`src/inc/stx_regs.vh`:
```
/*
 constants for the serial transmitter: buffer size, bit clock
 dividers, frame field codes and reset values.
 assumes inclusion by bare name from the design file.
*/
`ifndef STX_REGS_VH
`define STX_REGS_VH

// transmit buffer shape
`define STX_FIFO_W      9
`define STX_FIFO_DEPTH  8
`define STX_FIFO_AW     3

// bit clock divide, minus one: normal, double speed, synchronous
`define STX_DIV_NORM    4'hf
`define STX_DIV_DBL     4'h7
`define STX_DIV_SYNC    4'h1

// character size code for nine data bits
`define STX_SIZE_NINE   3'h7

// parity mode field positions
`define STX_PAR_EN_BIT  1
`define STX_PAR_ODD_BIT 0

// reset values
`define STX_LINE_IDLE   1'b1
`define STX_BAUD_RST    12'h000

`endif

```
`src/rtl/stx_top.v`:
```
/*
 serial transmitter with parity: transmit buffer fifo and the
 frame shifter with flags and interrupt requests.
 assumes all inputs synchronous to CLK and that software keeps
 the frame format and baud setting steady while a frame runs.
*/
// What this block does
// - even parity is xor of data bits, odd parity is its inverse
// - parity bit goes after last data bit, before first stop bit
// - while transmitter_on is set the block drives serial_out_pin
// - synchronous slave mode clocks bits from the sync_clock_pin
// - writing data_buffer_port loads the buffer and starts sending
// - buffer moves to shifter when idle or right after last stop
// - shifter sends a whole frame at the selected bit rate
// - short characters send only the configured low bits
// - tx_buffer_empty_flag is high exactly while the buffer is empty
// - buffer-empty request holds while flag and enable are set
// - writing data_buffer_port clears tx_buffer_empty_flag
// - tx_complete_flag sets when frame ends and buffer is empty
// - tx_complete_flag clears on service or on a written one
// - complete request follows the flag when its enable is set
// - clearing transmitter_on waits until shifter and buffer empty
// - low start, data lsb first, one or two high stops, idle high
// - parity is sent only when parity_enable_bit is one
// - outside sync slave mode, bit clock is baud tick divided by 2, 8 or 16 by mode
`timescale 1ns/1ns
`include "stx_regs.vh"

// simple synchronous fifo, one entry per valid/ready beat
module stx_fifo #(
   parameter W  = `STX_FIFO_W,
   parameter D  = `STX_FIFO_DEPTH,
   parameter AW = `STX_FIFO_AW
) (
   // clock and reset
   input  wire         clk,
   input  wire         srst,
   // fill side
   input  wire         in_valid,
   output wire         in_ready,
   input  wire [W-1:0] in_data,
   // drain side
   output wire         out_valid,
   input  wire         out_ready,
   output wire [W-1:0] out_data
);
   reg [W-1:0] mem [0:D-1];
   reg [AW:0]  wp_r;
   reg [AW:0]  rp_r;
   wire        full;
   wire        empty;

   // extra pointer bit tells full from empty
   assign empty     = (wp_r == rp_r);
   assign full      = (wp_r[AW] != rp_r[AW]) &&
                      (wp_r[AW-1:0] == rp_r[AW-1:0]);
   assign in_ready  = !full;
   assign out_valid = !empty;
   assign out_data  = mem[rp_r[AW-1:0]];

   // storage has no reset, only pointers matter
   always @(posedge clk) begin
      if (in_valid && !full) begin
         mem[wp_r[AW-1:0]] <= in_data;
      end
   end

   // pointer update
   always @(posedge clk) begin
      if (srst) begin
         wp_r <= {(AW+1){1'b0}};
         rp_r <= {(AW+1){1'b0}};
      end else begin
         if (in_valid && !full) begin
            wp_r <= wp_r + 1'b1;
         end
         if (out_ready && !empty) begin
            rp_r <= rp_r + 1'b1;
         end
      end
   end
endmodule

module stx_top (
   // clock and reset
   input  wire        CLK,
   input  wire        SRST,
   // configuration
   input  wire        TX_ON,
   input  wire [2:0]  CHAR_SIZE,
   input  wire [1:0]  PARITY_MODE,
   input  wire        STOP_BITS_SEL,
   input  wire        DOUBLE_SPEED,
   input  wire        SYNC_MODE,
   input  wire        SYNC_MASTER,
   input  wire [11:0] BAUD_DIV,
   input  wire        TX_NINTH_BIT,
   // data buffer write
   input  wire        DATA_WR,
   input  wire [7:0]  DATA_IN,
   output wire        DATA_READY,
   // flags and interrupt control
   output wire        TX_BUF_EMPTY,
   output wire        TX_COMPLETE,
   input  wire        TXC_CLEAR,
   input  wire        TXC_ACK,
   input  wire        BUF_EMPTY_IRQ_EN,
   input  wire        TXC_IRQ_EN,
   input  wire        GLOBAL_IRQ_EN,
   output wire        BUF_EMPTY_IRQ,
   output wire        TXC_IRQ,
   // serial output pin and ordinary port drive
   input  wire        PORT_DOUT,
   input  wire        PORT_OE,
   output wire        SERIAL_OUT,
   output wire        SERIAL_OUT_OE,
   // sync clock pin
   input  wire        SYNC_CLK_IN,
   output wire        SYNC_CLK_OUT,
   output wire        SYNC_CLK_OE
);
   localparam ST_IDLE  = 3'h0;
   localparam ST_START = 3'h1;
   localparam ST_DATA  = 3'h2;
   localparam ST_PAR   = 3'h3;
   localparam ST_STOP  = 3'h4;

   // number of data bits for a size code
   function [3:0] nbits;
      input [2:0] code;
      begin
         if (code == `STX_SIZE_NINE) begin
            nbits = 4'h9;
         end else begin
            nbits = {2'b01, code[1:0]} + 4'h1;
         end
      end
   endfunction

   // keep only the low n bits of a character
   function [8:0] lowmask;
      input [8:0] d;
      input [3:0] n;
      integer i;
      begin
         lowmask = 9'h000;
         for (i = 0; i < 9; i = i + 1) begin
            if (i < n) begin
               lowmask[i] = d[i];
            end
         end
      end
   endfunction

   reg  [2:0]  st_r;
   reg  [8:0]  sh_r;
   reg  [3:0]  cnt_r;
   reg         par_r;
   reg         line_r;
   reg         txc_r;
   reg         en_r;
   reg  [11:0] baud_r;
   reg  [3:0]  pre_r;
   reg         xck_r;
   reg         xin_r;
   wire        baud_tick;
   wire        bit_en;
   wire        f_valid;
   wire        f_pop;
   wire [8:0]  f_data;
   wire [3:0]  n_bits;
   wire [8:0]  chr;
   wire        last_stop;
   wire        load;
   wire [3:0]  div;

   assign n_bits = nbits(CHAR_SIZE);

   // transmit buffer; its ready stalls the writer when full
   stx_fifo #(
      .W  (`STX_FIFO_W),
      .D  (`STX_FIFO_DEPTH),
      .AW (`STX_FIFO_AW)
   ) u_buf (
      .clk       (CLK),
      .srst      (SRST),
      .in_valid  (DATA_WR),
      .in_ready  (DATA_READY),
      .in_data   ({TX_NINTH_BIT, DATA_IN}),
      .out_valid (f_valid),
      .out_ready (f_pop),
      .out_data  (f_data)
   );

   // baud generator: down-counter, tick at zero then reload
   assign baud_tick = (baud_r == 12'h000);
   always @(posedge CLK) begin
      if (SRST) begin
         baud_r <= `STX_BAUD_RST;
      end else if (baud_tick) begin
         baud_r <= BAUD_DIV;
      end else begin
         baud_r <= baud_r - 12'h001;
      end
   end

   // divide select; master sync uses the xck toggle below
   assign div = SYNC_MODE    ? `STX_DIV_SYNC :
                DOUBLE_SPEED ? `STX_DIV_DBL  : `STX_DIV_NORM;

   // prescaler and sync clock pin handling
   always @(posedge CLK) begin
      if (SRST) begin
         pre_r <= 4'h0;
         xck_r <= 1'b0;
         xin_r <= SYNC_CLK_IN;   // no false pin edge out of reset
      end else begin
         xin_r <= SYNC_CLK_IN;
         if (baud_tick) begin
            pre_r <= (pre_r >= div) ? 4'h0 : pre_r + 4'h1;
            xck_r <= ~xck_r;
         end
      end
   end

   // bit enable: slave uses rising pin edge, data changes there
   assign bit_en = !SYNC_MODE  ? (baud_tick && pre_r >= div) :
                   SYNC_MASTER ? (baud_tick && !xck_r) :
                                 (SYNC_CLK_IN && !xin_r);

   assign SYNC_CLK_OUT = xck_r;
   assign SYNC_CLK_OE  = SYNC_MODE && SYNC_MASTER;

   // frame end and buffer hand-off
   assign last_stop = (st_r == ST_STOP) && bit_en &&
                      (cnt_r == {3'h0, STOP_BITS_SEL});
   assign load  = en_r && f_valid && bit_en &&
                  ((st_r == ST_IDLE) || last_stop);
   assign f_pop = load;
   assign chr   = lowmask(f_data, n_bits);

   // frame shifter; line changes only on bit enables
   always @(posedge CLK) begin
      if (SRST) begin
         st_r   <= ST_IDLE;
         sh_r   <= 9'h000;
         cnt_r  <= 4'h0;
         par_r  <= 1'b0;
         line_r <= `STX_LINE_IDLE;
      end else if (load) begin
         st_r   <= ST_START;
         sh_r   <= chr;
         cnt_r  <= 4'h0;
         par_r  <= (^chr) ^ PARITY_MODE[`STX_PAR_ODD_BIT];
         line_r <= 1'b0;
      end else if (bit_en) begin
         case (st_r)
            ST_IDLE: begin
               line_r <= `STX_LINE_IDLE;
            end
            ST_START, ST_DATA: begin
               if (st_r == ST_DATA && cnt_r == n_bits) begin
                  cnt_r <= 4'h0;
                  if (PARITY_MODE[`STX_PAR_EN_BIT]) begin
                     st_r   <= ST_PAR;
                     line_r <= par_r;
                  end else begin
                     st_r   <= ST_STOP;
                     line_r <= 1'b1;
                  end
               end else begin
                  st_r   <= ST_DATA;
                  line_r <= sh_r[0];
                  sh_r   <= {1'b0, sh_r[8:1]};
                  cnt_r  <= cnt_r + 4'h1;
               end
            end
            ST_PAR: begin
               st_r   <= ST_STOP;
               line_r <= 1'b1;
            end
            ST_STOP: begin
               if (last_stop) begin
                  st_r <= ST_IDLE;
               end else begin
                  cnt_r  <= cnt_r + 4'h1;
                  line_r <= 1'b1;
               end
            end
            default: begin
               st_r   <= ST_IDLE;
               line_r <= `STX_LINE_IDLE;
            end
         endcase
      end
   end

   // complete flag; a frame end in the clear cycle still sets it
   always @(posedge CLK) begin
      if (SRST) begin
         txc_r <= 1'b0;
      end else if (last_stop && !f_valid) begin
         txc_r <= 1'b1;
      end else if (TXC_CLEAR || TXC_ACK) begin
         txc_r <= 1'b0;
      end
   end

   // enable holds until shifter and buffer have drained
   always @(posedge CLK) begin
      if (SRST) begin
         en_r <= 1'b0;
      end else if (TX_ON) begin
         en_r <= 1'b1;
      end else if (st_r == ST_IDLE && !f_valid) begin
         en_r <= 1'b0;
      end
   end

   // pin ownership: ordinary port logic when disabled
   assign SERIAL_OUT    = en_r ? line_r : PORT_DOUT;
   assign SERIAL_OUT_OE = en_r ? 1'b1 : PORT_OE;

   // flags and requests; empty drops on the write edge
   assign TX_BUF_EMPTY  = !f_valid;
   assign TX_COMPLETE   = txc_r;
   assign BUF_EMPTY_IRQ = GLOBAL_IRQ_EN && BUF_EMPTY_IRQ_EN &&
                          !f_valid;
   assign TXC_IRQ       = GLOBAL_IRQ_EN && TXC_IRQ_EN &&
                          txc_r;
endmodule

```
`config.mk`:
```
export PLATFORM = sky130hd
export DESIGN_NAME = stx_top
export DESIGN_NICKNAME = d
export VERILOG_FILES = /design/src/rtl/stx_top.v
export VERILOG_INCLUDE_DIRS = /design/src /design/src/inc
export SDC_FILE = /design/constraint.sdc
export NUM_CORES = 1
export LEC_CHECK = 0
export ABC_CLOCK_PERIOD_IN_PS = 5650
export BUFFER_PORTS_ARGS = -buffer_cell sky130_fd_sc_hd__buf_2
export CAP_MARGIN = 20
export CORE_MARGIN = 10
export CORE_UTILIZATION = 55
export CTS_CLUSTER_SIZE = 16
export DETAILED_ROUTE_END_ITERATION = 10
export GPL_ROUTABILITY_DRIVEN = 1
export GPL_TIMING_DRIVEN = 0
export PLACE_DENSITY = 0.84
export SKIP_LAST_GASP = 1
export SLEW_MARGIN = 20
export SYNTH_ARGS = -nofsm -noshare
export SYNTH_HDL_FRONTEND = slang
export SYNTH_SLANG_ARGS = --single-unit
```
`constraint.sdc`:
```
create_clock -name CLK -period 5.65 [get_ports CLK]
set_clock_uncertainty 0.15 [all_clocks]
set_input_delay 1.13 -clock CLK [delete_from_list [all_inputs] [get_ports CLK]]
set_output_delay 1.13 -clock CLK [all_outputs]
set_load 0.01 [all_outputs]
```
==> reports/results.tsv <==
metric	value	unit
Max VDD drop	0.0002963	V
# clock sinks	121	
fin nets	561	
Initial Util	56.60	%
routability cong.	0.8302	
CTS root buffer	clkbuf_8	
Hold Crit Depth	2	
cell taking the most area after synthesis	edfxtp_1	
area of the multi-input gates	2282	um^2
worst path required time	4370	ps
Tcrit/Tclk final	59.79	%
# diodes	0	
number of flops mapped to enable cells by yosys	72	
initial DRC count	311	
leakage	2.338	nW
hold buffer count at CTS	0	
post-layout instance count excluding filler cells	653	
GRT overflow	0	
CP Capture Type	output pin	
drt total wl	12040	um
sequential-to-total area share from yosys stat	56.55	%
FF/Latch Area	3143	um^2
global-route wire length before repair	19580	um
switch share	27.96	%
core area	9819	um^2
Cell Int Power	1.690	mW
Num CTS Buffers	17	
initial antenna violation count	0	
die area	14530	um^2
Logic pwr share	16.2	%
Hold Fails Final Rpt	0	
vias per cell	5.783	
Flop pwr share	44.0	%
main area contributors after synthesis	edfxtp_1 (39%), dfxtp_1 (18%), mux4_2 (4.5%)	
ys async rst share	0	%
area grow syn2layout	17.27	%
mean post-synth cell area	12.72	um^2
Global Route Usage Sum	17.18	%
Main synth FF type	edfxtp_1	
Least-Margin Pin Slew	1078	ps
Mapped Area	5558	um^2
TritonRoute pass-1 iters	4	
Rows	36	
vias in the first global route	3947	
Final Setup Violations	0	
Syn Inst Count	437	
largest net degree at the start of global routing	17	
maximum clock rate	296.0	MHz
clk_lat worst skew	530	ps
clk slew on worst S/H paths	60	ps
TritonCTS clock tree	built	
CTS resizes	0	
startpoint types	register	
vias	3776	
CP Class	register to output pin	
Ys Warns	0	
post-synth net total	491	
crit path max fanout	7	
I/O pins	51	
Post-Route Setup TNS	0	ps
NetSw	0.6559	mW
# port buffers	49	
clk buf depth	2	
RSZ-0062 raised after global routing	false	
worst slack at placement	1988	ps
DRC Markers	0	
Final Max Slew Viols	0	
Routed WL per cell	18.44	um
Filler Cells Inserted	734	
flops & latches, synth	121	
post-synth top area share	38.90	%
H-tree levels	4	
Die Wd	120.5	um
R2R depth	8	
worst hold path type	register to register	
Clk pwr share	39.7	%
PwrDens	360.0	nW/um^2
number of library cell types mapped by synthesis	59	
die height	120.5	um
post-DP HPWL	8385	um
number of cells after detailed placement	621	
maxcap violations	0	
fraction of layout cells with a size suffix above 1	23.85	%
Routed Antenna Nets	0	
crit path time final	3378	ps
WP data arrival	2100	ps
Tot Pwr	2.346	mW
status	complete, no violations	
setup bufs post-CTS	0	
Slew headroom	27.87	%
worst setup margin	2272	ps
-- per-stage QoR --
step	instance area [um^2]	hold slack [ps]	util [%]
2_1_floorplan	5558	278.8	-
3_3_place_gp	5969	290.6	60.79
3_5_place_dp	5995	299.3	61.05
4_1_cts	6515	307.1	66.35
5_1_grt	6518	323.7	66.37
6_report	6518	307.8	66.37
-- placed cells by master (no fill, tap or decap), types with 4 or more instances in the layout --
master     instances
and2_1             4
nor2_1            45
nor3_1            13
clkbuf_1          11
nand4_1            8
mux2i_1           10
mux4_2            11
xor2_1            10
clkinv_4           5
or2_2              7
a21oi_1           19
edfxtp_1          72
buf_2             55
xnor2_1           16
mux4_1             7
nand3_1            5
o21ai_0            9
clkbuf_16         16
nand2_1           22
dfxtp_1           49
a21boi_0           4
ha_1              12
inv_1              8
o21a_1             4
o211ai_1           6
nor4_1             5
a211oi_1          11
-- power by group through the flow --
| stage | Clock (mW) | Combinational, mW | Sequential (mW) |
|---|---|---|---|
| 6_report | 0.932 | 0.381 | 1.03 |
| 5_1_grt | 0.991 | 0.431 | 1.04 |
| 4_1_cts | 0.941 | 0.379 | 1.03 |
| 3_5_place_dp | 0 | 0.373 | 1.05 |
| 3_3_place_gp | 0 | 0.357 | 1.04 |
| 2_1_floorplan | 0 | 0.287 | 1.04 |
-- path summary, 6_finish.rpt --
kind                                to  slack, ps                       start
hold / removal    sh_r[0]$_SDFFE_PP0P_        310        sh_r[0]$_SDFFE_PP0P_
setup / recovery         BUF_EMPTY_IRQ       2270  u_buf.wp_r[2]$_SDFFE_PP0P_
setup reg to reg  sh_r[6]$_SDFFE_PP0P_       2710       cnt_r[0]$_SDFFE_PP0P_
hold reg to reg   sh_r[0]$_SDFFE_PP0P_        310        sh_r[0]$_SDFFE_PP0P_
-- cell usage after synthesis (10+ instances only) --
master / instances
mux2i_1: 10
xnor2_1: 16
xor2_1: 10
dfxtp_1: 49
nor3_1: 15
mux4_2: 11
a21oi_1: 19
a211oi_1: 11
ha_1: 12
nand2_1: 22
nor2_1: 46
clkbuf_1: 10
edfxtp_1: 72
-- routing by layer --
layer  GRT usage, %  routed length [um]  up-vias
met5              0                   0        -
met4          7.843                 241        0
met3          5.351                 788       23
met2          29.65                6045      110
met1          19.03                4964     1834
li1               -                   -     1809
-- sequential cells by signal, summed over array words and instances (netlist names), 3 cells and up, named ones only --
signal	cells
st_r	3
u_buf.mem	72
u_buf.rp_r	4
pre_r	4
sh_r	9
u_buf.wp_r	4
cnt_r	4
baud_r	12
-- worst max-delay path: stages, from the launching register on --
cell,delay [ps]
dfxtp_1,300
clkbuf_1,320
xnor2_1,190
nand4b_1,270
inv_1,190
and3_1,160
buf_2,120
-- area by class of cell --
type	count	share of cell area, %
flip-flops and latches	121	48.22
multi-input cells	287	35.02
clock buffers	18	6.412
repair buffers	51	3.993
well taps	133	2.553
plain buffers	21	1.766
clock inverters	14	1.574
inverters	8	0.4607
-- cell families after synthesis --
logic type      count (synthesis)  share of synthesized area, %
compound gates                 70                         8.532
xor+xnor                       29                         5.313
fa+ha+maj                      12                         2.701
buf+inv                        29                         2.611
flops                         121                         56.55
mux                            32                         10.58
simple gates                  144                         13.71
Power figures use the tool's default switching activity.
